$ cat src/design/btc_pkg.sv
package btc_pkg;

  // ---------------------------------------------------------------
  // register map (6-bit host address)
  // ---------------------------------------------------------------
  localparam logic [5:0] BTC_ADR_AUX_CTRL   = 6'h04; // block a/b, +0x10 for c/d
  localparam logic [5:0] BTC_ADR_IRQ_FLAGS  = 6'h05; // read only
  localparam logic [5:0] BTC_ADR_RELOAD_HI  = 6'h06; // write reload, read count
  localparam logic [5:0] BTC_ADR_RELOAD_LO  = 6'h07; // write reload, read count
  localparam logic [5:0] BTC_ADR_START      = 6'h0E; // read only command
  localparam logic [5:0] BTC_ADR_STOP       = 6'h0F; // read only command
  localparam logic [5:0] BTC_ADR_RATE_EXT   = 6'h2D;
  localparam logic [5:0] BTC_ADR_DIV2_SET   = 6'h2E;
  localparam logic [5:0] BTC_ADR_DIV2_CLR   = 6'h2F;
  localparam logic [5:0] BTC_ADR_TEST_RATE  = 6'h39;
  localparam logic [5:0] BTC_ADR_BLK_MASK   = 6'h10; // block select bit
  localparam logic [5:0] BTC_ADR_BLK_LOCAL  = 6'h2F; // address with block bit removed

  // ---------------------------------------------------------------
  // field positions and reset values
  // ---------------------------------------------------------------
  localparam int         BTC_AUX_GROUP_BIT  = 7;
  localparam int         BTC_AUX_TIMER_BIT  = 6;
  localparam int         BTC_AUX_SRC_BIT    = 5;   // 1: internal clock, 0: pin
  localparam int         BTC_AUX_PRE_BIT    = 4;   // 1: source divided by 16
  localparam int         BTC_READY_BIT      = 3;
  localparam logic [7:0] BTC_AUX_RST        = 8'h60; // timer mode, internal clock
  localparam logic [7:0] BTC_RATE_EXT_RST   = 8'h00;
  localparam logic [7:0] BTC_TEST_RATE_RST  = 8'h00;
  localparam logic [7:0] BTC_RATE_ON        = 8'h01;
  localparam logic [15:0] BTC_RELOAD_RST    = 16'h0000;
  localparam logic [3:0] BTC_PRE_LAST       = 4'hF;

  // ---------------------------------------------------------------
  // clock selector codes, rate divisors
  // ---------------------------------------------------------------
  localparam int         BTC_DIV_W          = 13;
  localparam int         BTC_CHANNELS       = 4;
  localparam int         BTC_SELECTORS      = 8;  // rx and tx of each channel
  localparam logic [3:0] BTC_SEL_CTR        = 4'hD;
  localparam logic [3:0] BTC_SEL_EXT16      = 4'hE;
  localparam logic [3:0] BTC_SEL_EXT1       = 4'hF;

  typedef enum logic [1:0] {BTC_SRC_GEN, BTC_SRC_CTR, BTC_SRC_EXT} btc_src_t;

  // reference edges per 16x tick at the standard reference clock
  function automatic logic [BTC_DIV_W-1:0] btc_rate_div(input logic grp,
                                                          input logic [3:0] idx);
    logic [BTC_DIV_W-1:0] d;
    d = 13'h0001;
    unique case (idx)
      4'h0: d = grp ? 13'h0C00 : 13'h1200;  // 75 / 50
      4'h1: d = 13'h082F;                    // 110
      4'h2: d = 13'h06B1;                    // 134.5
      4'h3: d = grp ? 13'h0600 : 13'h0480;  // 150 / 200
      4'h4: d = 13'h0300;                    // 300
      4'h5: d = 13'h0180;                    // 600
      4'h6: d = 13'h00C0;                    // 1200
      4'h7: d = grp ? 13'h0073 : 13'h00DB;  // 2000 / 1050
      4'h8: d = 13'h0060;                    // 2400
      4'h9: d = 13'h0030;                    // 4800
      4'hA: d = grp ? 13'h0080 : 13'h0020;  // 1800 / 7200
      4'hB: d = 13'h0018;                    // 9600
      4'hC: d = grp ? 13'h000C : 13'h0006;  // 19200 / 38400
      default: d = 13'h0001;
    endcase
    return d;
  endfunction

endpackage

$ cat src/design/btc_clk_sel.sv
`timescale 1ns/10ps
module btc_clk_sel (
  input  wire logic                         clk_i,
  input  wire logic                         rst_i,
  input  wire logic                         ce_i,
  input  wire logic                         x1_tick_i,
  input  wire logic [btc_pkg::BTC_DIV_W-1:0] div_i,
  input  wire btc_pkg::btc_src_t            src_i,
  input  wire logic                         ctr_tick_i,
  input  wire logic                         ext_tick_i,
  output logic                              tick_o
);
  import btc_pkg::*;

  logic [BTC_DIV_W-1:0] cnt_q;
  logic [BTC_DIV_W-1:0] cnt_d;
  logic                 wrap;
  logic                 tick_d;

  // divider on the undivided reference, one pulse per div_i edges
  assign wrap   = (cnt_q >= div_i - 13'h0001);
  assign cnt_d  = !x1_tick_i ? cnt_q : (wrap ? '0 : cnt_q + 13'h0001);
  assign tick_d = (src_i == BTC_SRC_GEN) ? (x1_tick_i & wrap) :
                  (src_i == BTC_SRC_CTR) ? ctr_tick_i : ext_tick_i;

  // divider state and selected tick
  always_ff @(posedge clk_i or posedge rst_i) begin
    if (rst_i) begin
      cnt_q  <= '0;
      tick_o <= 1'b0;
    end else if (ce_i) begin
      cnt_q  <= cnt_d;
      tick_o <= tick_d;
    end
  end
endmodule

$ cat src/design/btc_ctr.sv
`timescale 1ns/10ps
module btc_ctr (
  input  wire logic        clk_i,
  input  wire logic        rst_i,
  input  wire logic        ce_i,
  input  wire logic        int_tick_i,
  input  wire logic        ext_tick_i,
  input  wire logic [7:0]  aux_i,
  input  wire logic [15:0] reload_i,
  input  wire logic        start_i,
  input  wire logic        stop_i,
  input  wire logic        timeout_en_i,
  input  wire logic        rx_load_i,
  output logic [15:0]      count_o,
  output logic             out_o,
  output logic             fall_o,
  output logic             rise_o
);
  import btc_pkg::*;

  logic [3:0]  pre_q;
  logic        run_q;
  logic        raw_tick;
  logic        src_tick;
  logic        timer;
  logic        restart;
  logic        halt;
  logic        terminal;
  logic [15:0] count_d;
  logic        out_d;
  logic        run_d;

  // clock source and optional /16 prescale
  assign raw_tick = aux_i[BTC_AUX_SRC_BIT] ? int_tick_i : ext_tick_i;
  assign src_tick = raw_tick & (!aux_i[BTC_AUX_PRE_BIT] || pre_q == BTC_PRE_LAST);

  // mode and command decode, receive data owns the counter in timeout
  assign timer    = aux_i[BTC_AUX_TIMER_BIT] & !timeout_en_i;
  assign restart  = timeout_en_i ? rx_load_i : start_i;
  assign halt     = !timeout_en_i & stop_i;
  assign terminal = (count_o == 16'h0001) || (timer && count_o == 16'h0000);

  // next count, output and run state
  always_comb begin
    count_d = count_o;
    out_d   = out_o;
    run_d   = run_q;
    if (restart) begin
      count_d = reload_i;
      out_d   = 1'b1;
      run_d   = 1'b1;
    end else if (timer) begin
      if (src_tick) begin
        if (terminal) begin
          count_d = reload_i;
          out_d   = !out_o;
        end else begin
          count_d = count_o - 16'h0001;
        end
      end
    end else if (halt) begin
      run_d = 1'b0;
      out_d = 1'b1;
    end else if (run_q && src_tick) begin
      count_d = count_o - 16'h0001;             // rolls over below zero
      if (terminal) begin
        out_d = 1'b0;
      end
    end
  end

  // state registers, output edge pulses
  always_ff @(posedge clk_i or posedge rst_i) begin
    if (rst_i) begin
      pre_q   <= '0;
      run_q   <= 1'b0;
      count_o <= BTC_RELOAD_RST;
      out_o   <= 1'b1;
      fall_o  <= 1'b0;
      rise_o  <= 1'b0;
    end else if (ce_i) begin
      pre_q   <= raw_tick ? pre_q + 4'h1 : pre_q;
      run_q   <= run_d;
      count_o <= count_d;
      out_o   <= out_d;
      fall_o  <= out_o & !out_d;
      rise_o  <= !out_o & out_d;
    end
  end
endmodule

$ cat src/design/btc_top.sv
`timescale 1ns/10ps
// Function
// - eighteen generator rates, 50 to 38400 baud
// - rate extension and test selects, reset 00
// - aux control bit 7 picks rate group
// - generator clocks run at sixteen times baud
// - halved clock everywhere except generator, detectors
// - generator rates scale with reference frequency
// - each rx and tx selects own clock
// - 16-bit divider: counter, timer, receive timeout
// - one independent divider per channel block
// - aux control bits 6:4 pick source, mode
// - divider output feeds baud and pins
// - falling divider output sets ready flag
// - start and stop by read, data ignored
// - start copies reload registers into counter
// - stop clears ready flag
// - timer square wave, half period reload
// - timer keeps setting ready after stop
// - writes select halved or normal clock
module btc_top (
  input  wire logic                                   CLK_SYS_I,
  input  wire logic                                   RESET_I,
  input  wire logic                                   CE_I,
  input  wire logic                                   X1_TICK_I,
  input  wire logic [5:0]                             ADDR_I,
  input  wire logic                                   RD_I,
  input  wire logic                                   WR_I,
  input  wire logic [7:0]                             DATA_I,
  input  wire logic [btc_pkg::BTC_SELECTORS-1:0][3:0] CLK_SEL_I,
  input  wire logic [btc_pkg::BTC_SELECTORS-1:0]      EXT_TICK_I,
  input  wire logic [1:0]                             CTR_EXT_I,
  input  wire logic [btc_pkg::BTC_CHANNELS-1:0]       TIMEOUT_EN_I,
  input  wire logic [btc_pkg::BTC_CHANNELS-1:0]       RX_LOAD_I,
  output logic [7:0]                                  DATA_O,
  output logic [btc_pkg::BTC_SELECTORS-1:0]           BAUD_TICK_O,
  output logic [1:0]                                  CTR_OUT_O,
  output logic [1:0]                                  READY_O,
  output logic                                        INT_TICK_O
);
  import btc_pkg::*;

  // -----------------------------------------------------------------
  // register state
  // -----------------------------------------------------------------
  logic [1:0][7:0]  aux_control_reg_q;
  logic [1:0][7:0]  reload_high_reg_q;
  logic [1:0][7:0]  reload_low_reg_q;
  logic [7:0]       rate_extension_select_q;
  logic [7:0]       test_rate_select_q;
  logic             div2_q;
  logic             half_q;

  // -----------------------------------------------------------------
  // address decode
  // -----------------------------------------------------------------
  logic             blk;
  logic [5:0]       loc;
  logic [1:0]       blk_hit;
  logic [1:0]       wr_aux;
  logic [1:0]       wr_hi;
  logic [1:0]       wr_lo;
  logic [1:0]       start_cmd;
  logic [1:0]       stop_cmd;
  logic             wr_ext;
  logic             wr_test;
  logic             wr_div2_set;
  logic             wr_div2_clr;
  logic [7:0]       rd_data;

  // counter/timer wiring
  logic             int_tick;
  logic [1:0][15:0] count;
  logic [1:0]       ctr_out;
  logic [1:0]       ctr_fall;
  logic [1:0]       ctr_rise;
  logic [1:0]       blk_timeout;
  logic [1:0]       blk_rx_load;
  logic [1:0]       ready_clr;

  // block bit only meaningful in the lower half of the map
  assign blk = ADDR_I[4] & !ADDR_I[5];
  assign loc = ADDR_I[5] ? ADDR_I : (ADDR_I & BTC_ADR_BLK_LOCAL);

  // per-block strobes; start and stop look at address alone
  genvar b;
  generate
    for (b = 0; b < 2; b++) begin : g_blk_dec
      assign blk_hit[b]   = !ADDR_I[5] && (blk == b[0]);
      assign wr_aux[b]    = WR_I && blk_hit[b] && loc == BTC_ADR_AUX_CTRL;
      assign wr_hi[b]     = WR_I && blk_hit[b] && loc == BTC_ADR_RELOAD_HI;
      assign wr_lo[b]     = WR_I && blk_hit[b] && loc == BTC_ADR_RELOAD_LO;
      assign start_cmd[b] = RD_I && blk_hit[b] && loc == BTC_ADR_START;
      assign stop_cmd[b]  = RD_I && blk_hit[b] && loc == BTC_ADR_STOP;
    end
  endgenerate

  // global write strobes
  assign wr_ext      = WR_I && ADDR_I == BTC_ADR_RATE_EXT;
  assign wr_test     = WR_I && ADDR_I == BTC_ADR_TEST_RATE;
  assign wr_div2_set = WR_I && ADDR_I == BTC_ADR_DIV2_SET;
  assign wr_div2_clr = WR_I && ADDR_I == BTC_ADR_DIV2_CLR;

  // read data: flags, live count, test select; others read zero
  assign rd_data =
    (loc == BTC_ADR_IRQ_FLAGS && !ADDR_I[5]) ? (8'(READY_O[blk]) << BTC_READY_BIT) :
    (loc == BTC_ADR_RELOAD_HI && !ADDR_I[5]) ? count[blk][15:8] :
    (loc == BTC_ADR_RELOAD_LO && !ADDR_I[5]) ? count[blk][7:0] :
    (ADDR_I == BTC_ADR_TEST_RATE)             ? test_rate_select_q : 8'h00;

  // -----------------------------------------------------------------
  // host registers
  // -----------------------------------------------------------------
  // block registers written by the host
  always_ff @(posedge CLK_SYS_I or posedge RESET_I) begin
    if (RESET_I) begin
      aux_control_reg_q <= {2{BTC_AUX_RST}};
      reload_high_reg_q <= {2{BTC_RELOAD_RST[15:8]}};
      reload_low_reg_q  <= {2{BTC_RELOAD_RST[7:0]}};
    end else if (CE_I) begin
      for (int i = 0; i < 2; i++) begin
        if (wr_aux[i]) begin
          aux_control_reg_q[i] <= DATA_I;
        end
        if (wr_hi[i]) begin
          reload_high_reg_q[i] <= DATA_I;
        end
        if (wr_lo[i]) begin
          reload_low_reg_q[i] <= DATA_I;
        end
      end
    end
  end

  // rate extension, test select and clock halving selects
  always_ff @(posedge CLK_SYS_I or posedge RESET_I) begin
    if (RESET_I) begin
      rate_extension_select_q <= BTC_RATE_EXT_RST;
      test_rate_select_q      <= BTC_TEST_RATE_RST;
      div2_q                  <= 1'b0;
    end else if (CE_I) begin
      if (wr_ext) begin
        rate_extension_select_q <= DATA_I;
      end
      if (wr_test) begin
        test_rate_select_q <= DATA_I;
      end
      if (wr_div2_set) begin
        div2_q <= 1'b1;
      end else if (wr_div2_clr) begin
        div2_q <= 1'b0;
      end
    end
  end

  // read data register
  always_ff @(posedge CLK_SYS_I or posedge RESET_I) begin
    if (RESET_I) begin
      DATA_O <= 8'h00;
    end else if (CE_I && RD_I) begin
      DATA_O <= rd_data;
    end
  end

  // -----------------------------------------------------------------
  // clock halving
  // -----------------------------------------------------------------
  // internal tick skips every other reference edge when halved
  assign int_tick = X1_TICK_I & (half_q | !div2_q);

  // phase toggle and halved clock tick for the rest of the chip
  always_ff @(posedge CLK_SYS_I or posedge RESET_I) begin
    if (RESET_I) begin
      half_q     <= 1'b0;
      INT_TICK_O <= 1'b0;
    end else if (CE_I) begin
      half_q     <= X1_TICK_I ? !half_q : half_q;
      INT_TICK_O <= int_tick;
    end
  end

  // -----------------------------------------------------------------
  // counter/timers, one per block
  // -----------------------------------------------------------------
  generate
    for (b = 0; b < 2; b++) begin : g_ctr
      // any channel of the block in timeout mode owns the counter
      assign blk_timeout[b] = |TIMEOUT_EN_I[2*b +: 2];
      assign blk_rx_load[b] = |(RX_LOAD_I[2*b +: 2] & TIMEOUT_EN_I[2*b +: 2]);
      assign ready_clr[b]   = (stop_cmd[b] & !blk_timeout[b]) | blk_rx_load[b];

      btc_ctr u_ctr (
        .clk_i        (CLK_SYS_I),
        .rst_i        (RESET_I),
        .ce_i         (CE_I),
        .int_tick_i   (int_tick),
        .ext_tick_i   (CTR_EXT_I[b]),
        .aux_i        (aux_control_reg_q[b]),
        .reload_i     ({reload_high_reg_q[b], reload_low_reg_q[b]}),
        .start_i      (start_cmd[b]),
        .stop_i       (stop_cmd[b]),
        .timeout_en_i (blk_timeout[b]),
        .rx_load_i    (blk_rx_load[b]),
        .count_o      (count[b]),
        .out_o        (ctr_out[b]),
        .fall_o       (ctr_fall[b]),
        .rise_o       (ctr_rise[b])
      );
    end
  endgenerate

  // ready flags: a falling output wins over a same-cycle clear
  always_ff @(posedge CLK_SYS_I or posedge RESET_I) begin
    if (RESET_I) begin
      READY_O   <= 2'b00;
      CTR_OUT_O <= 2'b11;
    end else if (CE_I) begin
      READY_O   <= ctr_fall | (READY_O & ~ready_clr);
      CTR_OUT_O <= ctr_out;
    end
  end

  // -----------------------------------------------------------------
  // rx and tx clock selectors
  // -----------------------------------------------------------------
  genvar s;
  generate
    for (s = 0; s < BTC_SELECTORS; s++) begin : g_sel
      logic [BTC_DIV_W-1:0] base_div;
      logic [BTC_DIV_W-1:0] ext_div;
      logic [BTC_DIV_W-1:0] sel_div;
      btc_src_t             src;

      // table divisor from the active group, then extensions
      assign base_div = btc_rate_div(aux_control_reg_q[s/4][BTC_AUX_GROUP_BIT],
                                     CLK_SEL_I[s]);
      assign ext_div  = (rate_extension_select_q == BTC_RATE_ON) ? (base_div >> 1) :
                        base_div;
      assign sel_div  = (test_rate_select_q == BTC_RATE_ON) ? (ext_div >> 2) : ext_div;
      assign src      = (CLK_SEL_I[s] == BTC_SEL_CTR) ? BTC_SRC_CTR :
                        (CLK_SEL_I[s] >= BTC_SEL_EXT16) ? BTC_SRC_EXT : BTC_SRC_GEN;

      btc_clk_sel u_sel (
        .clk_i      (CLK_SYS_I),
        .rst_i      (RESET_I),
        .ce_i       (CE_I),
        .x1_tick_i  (X1_TICK_I),
        .div_i      ((sel_div == '0) ? 13'h0001 : sel_div),
        .src_i      (src),
        .ctr_tick_i (ctr_rise[s/4]),
        .ext_tick_i (EXT_TICK_I[s]),
        .tick_o     (BAUD_TICK_O[s])
      );
    end
  endgenerate

endmodule

$ cat config.mk
export PLATFORM = sky130hd
export DESIGN_NAME = btc_top
export DESIGN_NICKNAME = d
export VERILOG_FILES = /design/src/design/btc_pkg.sv /design/src/design/btc_clk_sel.sv /design/src/design/btc_ctr.sv /design/src/design/btc_top.sv
export SDC_FILE = /design/constraint.sdc
export NUM_CORES = 1
export LEC_CHECK = 0
export BUFFER_PORTS_ARGS = -buffer_cell sky130_fd_sc_hd__buf_2
export CAP_MARGIN = 20
export CORE_MARGIN = 2
export CORE_UTILIZATION = 28
export DETAILED_ROUTE_END_ITERATION = 12
export SLEW_MARGIN = 20
export SYNTH_ARGS = -nofsm -noshare
export SYNTH_HDL_FRONTEND = slang
export SYNTH_SLANG_ARGS = --single-unit
$ cat constraint.sdc
create_clock -name CLK_SYS_I -period 17.9 [get_ports CLK_SYS_I]
set_clock_uncertainty 0.2 [all_clocks]
set_input_delay 3.58 -clock CLK_SYS_I [delete_from_list [all_inputs] [get_ports CLK_SYS_I]]
set_output_delay 3.58 -clock CLK_SYS_I [all_outputs]
set_load 0.05 [all_outputs]
==> out/qor.yml <==
drt_iter0_markers: 1715
final_layout_size_suffix_gt1_share_pct: 10.8
area_growth_pct: 9.47
timing.fmax_mhz: 112
status: "completed"
pwr-share-comb_pct: 35.9
clock_latency_ns: 0.58
grt_first_pass_wirelength_um: 107000
clock_power_share_pct: 29.2
critPathMaxFanout: 28
final_nets: 2982
p_switching_uw: 813
report.final.slew_viol_count: 0
min-delay-start: "g_ctr[1].u_ctr.pre_q[3]$_DFFE_PP0P_"
port_buffers: 90
hold_slack_ns: 0.272
cp_top_family: "compound AO/OA/AOI/OAI gates"
max_cap_viol_count: 0
drcViolationCount: 0
postSynthCellCount: 2838
worst_pin_slew_ns: 0.962
ys_seq_elements: 231
place_inst: 3795
cts_max_level: 1
yosysTopAreaCellShare_pct: 25.3
cts_buffers: 27
synth_top_cell_by_area: "dfrtp_1"
cts_tree: "yes"
power.internal_mw: 1.27
cts_root_buffer: "clkbuf_16"
synth_nets: 3036
wl_per_cell_um: 17.1
yosys_warnings: 0
setup_violations: 0
crit_path_top_delay_cell: "a2111oi_0"
fin_tns_setup_ns: 0
min_path_type: "flip-flop to flip-flop"
clock-sinks: 231
start_util_pct: 28.4
sw_frac_of_total_pct: 39.0
synth_edf_count: 0
postSynthAreaPerCell_um2: 7.78
core.rowCount: 102
required_ns: 18.16
post-cts-setup-buffers: 0
cellPowerDensity_mw_per_mm2: 86.3
p_seq_share_pct: 34.9
ctsResizeCount: 0
yosys-top-cells-count: "nand2_1, nor2_1, o21ai_0, dfrtp_1, a21oi_1"
rsz0062_at_grt: "no"
antenna_found_initial: 12
vias: 21200
synth-async-reset-ratio_pct: 100
synth.distinct_cells: 112
viasPerCell: 5.51
leakagePower_nw: 10.1
fin_crit_ns: 8.96
core_area_mm2: 0.0777
grt_use_total_pct: 15.7
worst_ir_drop_vdd_mv: 0.0697
r2r-start: "test_rate_select_q[4]$_DFFE_PP0P_"
fp.dieH_um: 285
hold_depth: 1
synth_most_common_cell: "nand2_1"
worst-r2r-setup-slack_ns: 10.47
place_congestion: 0.928
holdPathEnd: "g_ctr[1].u_ctr.pre_q[3]$_DFFE_PP0P_"
nFillCells: 8353
slew_headroom_pct: 35.2
worstPathCellList: "buf_2 -> or3b_2 -> a21oi_1 -> nor2_1 -> a21oi_1 -> a31o_2 -> nor3_1 -> a221oi_1 -> ha_1 -> nand2_1 -> a211o_1 -> a211o_1 -> nor2_1 -> nor3_1 -> a211oi_1 -> ha_1 -> a21o_1 -> a21o_1 -> a2111oi_0 -> o31ai_1 -> buf_4 -> o311ai_0"
reg2reg_to: "g_sel[4].u_sel.tick_o$_DFFE_PP0P_"
die_x_um: 285
critPathBufInv: 2
drtPass1Iterations: 6
ios: 91
synth_area_leaders: "dfrtp_1, ha_1, nand2_1, o21ai_0, nor2_1"
r2r_cells: 22
syn_area_mm2: 0.0221
dpl.hpwl_um: 46200
critPathKind: "input port to flip-flop"
grt-ovfl-total: 0
dieArea_mm2: 0.0811
antenna_left: 0
finalHoldViolCount: 0
cp-end-kind: "flip-flop"
worstPathArrival_ns: 9.22
wirelength_um: 65700
fin_crit_sh_pct: 50.1
grt_max_degree: 108
seq_area_frac_synth_pct: 26.2
hold_buffers: 0
synthFlopType: "dfrtp_1"
clock_path_buffers: 3
start_kind: "input port"
path_clk_slew_ns: 0.06
critPathMaxStageDelay_ns: 0.55
layoutNonFillerInstCount: 3850
grt_pass1_vias: 19700
## metal layers
metal / vias up / GRT usage (%) / wire [µm]
met3: 98 / 3.05 / 4780
met5: - / 0 / 81
met1: 10100 / 22.0 / 30400
li1: 10300 / - / -
met2: 649 / 24.8 / 29200
met4: 14 / 3.22 / 1230
## flip-flops by register name, summed over array words and instances, names as in the netlist, 16 cells and up
| name | cells |
|---|---|
| reload_high_reg_q | 16 |
| reload_low_reg_q | 16 |
| g_ctr.u_ctr.count_o | 32 |
| g_sel.u_sel.cnt_q | 104 |
## kinds of logic (layout without fill, tap and decap cells)
family	after synthesis	after routing	synth area share (%)
AO/OA/AOI/OAI	885	885	26.4
flip-flops	231	231	26.2
other	0	5	0
XOR/XNOR	145	145	5.75
buffers and inverters	280	247	5.48
multiplexers	89	89	4.60
adder cells (fa/ha/maj)	129	129	7.30
AND/OR/NAND/NOR	1079	1079	24.2
## cell usage in the layout (no fill, tap or decap), drive strengths merged, types with 13 or more instances in the layout
| master | instances |
|---|---|
| a211oi | 40 |
| a21boi | 13 |
| a21o | 54 |
| a21oi | 216 |
| a221o | 13 |
| a22oi | 21 |
| a31oi | 32 |
| and2 | 20 |
| and3 | 25 |
| buf | 119 |
| clkbuf | 40 |
| dfrtp | 223 |
| ha | 128 |
| inv | 77 |
| mux2 | 61 |
| mux2i | 25 |
| nand2 | 310 |
| nand2b | 38 |
| nand3 | 74 |
| nand4 | 56 |
| nor2 | 300 |
| nor2b | 33 |
| nor3 | 82 |
| nor3b | 18 |
| nor4 | 30 |
| o2111ai | 18 |
| o211ai | 37 |
| o21a | 21 |
| o21ai | 231 |
| o311ai | 13 |
| o31ai | 22 |
| or2 | 19 |
| xnor2 | 75 |
| xor2 | 70 |
## power by group through the flow
stage / logic [mW] / clock network [mW] / registers, mW
after detailed placement: 0.742 / 0 / 0.736
after global placement: 0.732 / 0 / 0.734
after global routing: 0.849 / 0.644 / 0.745
final: 0.749 / 0.608 / 0.728
after floorplan: 0.585 / 0 / 0.703
after CTS: 0.747 / 0.627 / 0.728
## area by class of cell
cell class,instances,area (µm²),area share (%)
timing repair buffer,119,668,2.77
tap,1040,1300,5.39
clock buffer,40,795,3.29
multi-input combinational,2327,15100,62.6
antenna,5,12.5,0.0518
sequential,231,5790,24.0
inverter,78,300,1.24
clock inverter,10,173,0.715
## worst max-delay path by stage
| stage | slack (ns) | from | endpoint | cells past startpoint |
|---|---|---|---|---|
| finish | 8.94 | CLK_SEL_I[0] | g_sel[0].u_sel.cnt_q[2]$_DFFE_PP0P_ | 22 |
| global placement | 8.59 | CLK_SEL_I[0] | g_sel[0].u_sel.cnt_q[2]$_DFFE_PP0P_ | 22 |
| CTS | 9.04 | CLK_SEL_I[0] | g_sel[0].u_sel.cnt_q[2]$_DFFE_PP0P_ | 22 |
| floorplan | 7.80 | RESET_I | DATA_O[0]$_DFFE_PP0P_ | 1 |
| global route | 8.54 | CLK_SEL_I[0] | g_sel[0].u_sel.cnt_q[2]$_DFFE_PP0P_ | 22 |
| detailed placement | 8.45 | CLK_SEL_I[0] | g_sel[0].u_sel.cnt_q[2]$_DFFE_PP0P_ | 22 |
## metrics by stage
stage	util [%]	worst slack (ns)	power (mW)	instance area [µm²]
4_1_cts	31.1	9.04	2.10	24100
3_5_place_dp	29.8	8.45	1.48	23200
3_3_place_gp	29.8	8.59	1.47	23200
2_1_floorplan	-	7.80	1.29	22100
6_report	31.1	8.94	2.09	24200
5_1_grt	31.1	8.54	2.24	24200
No activity file was read; power rests on OpenSTA's default activity.
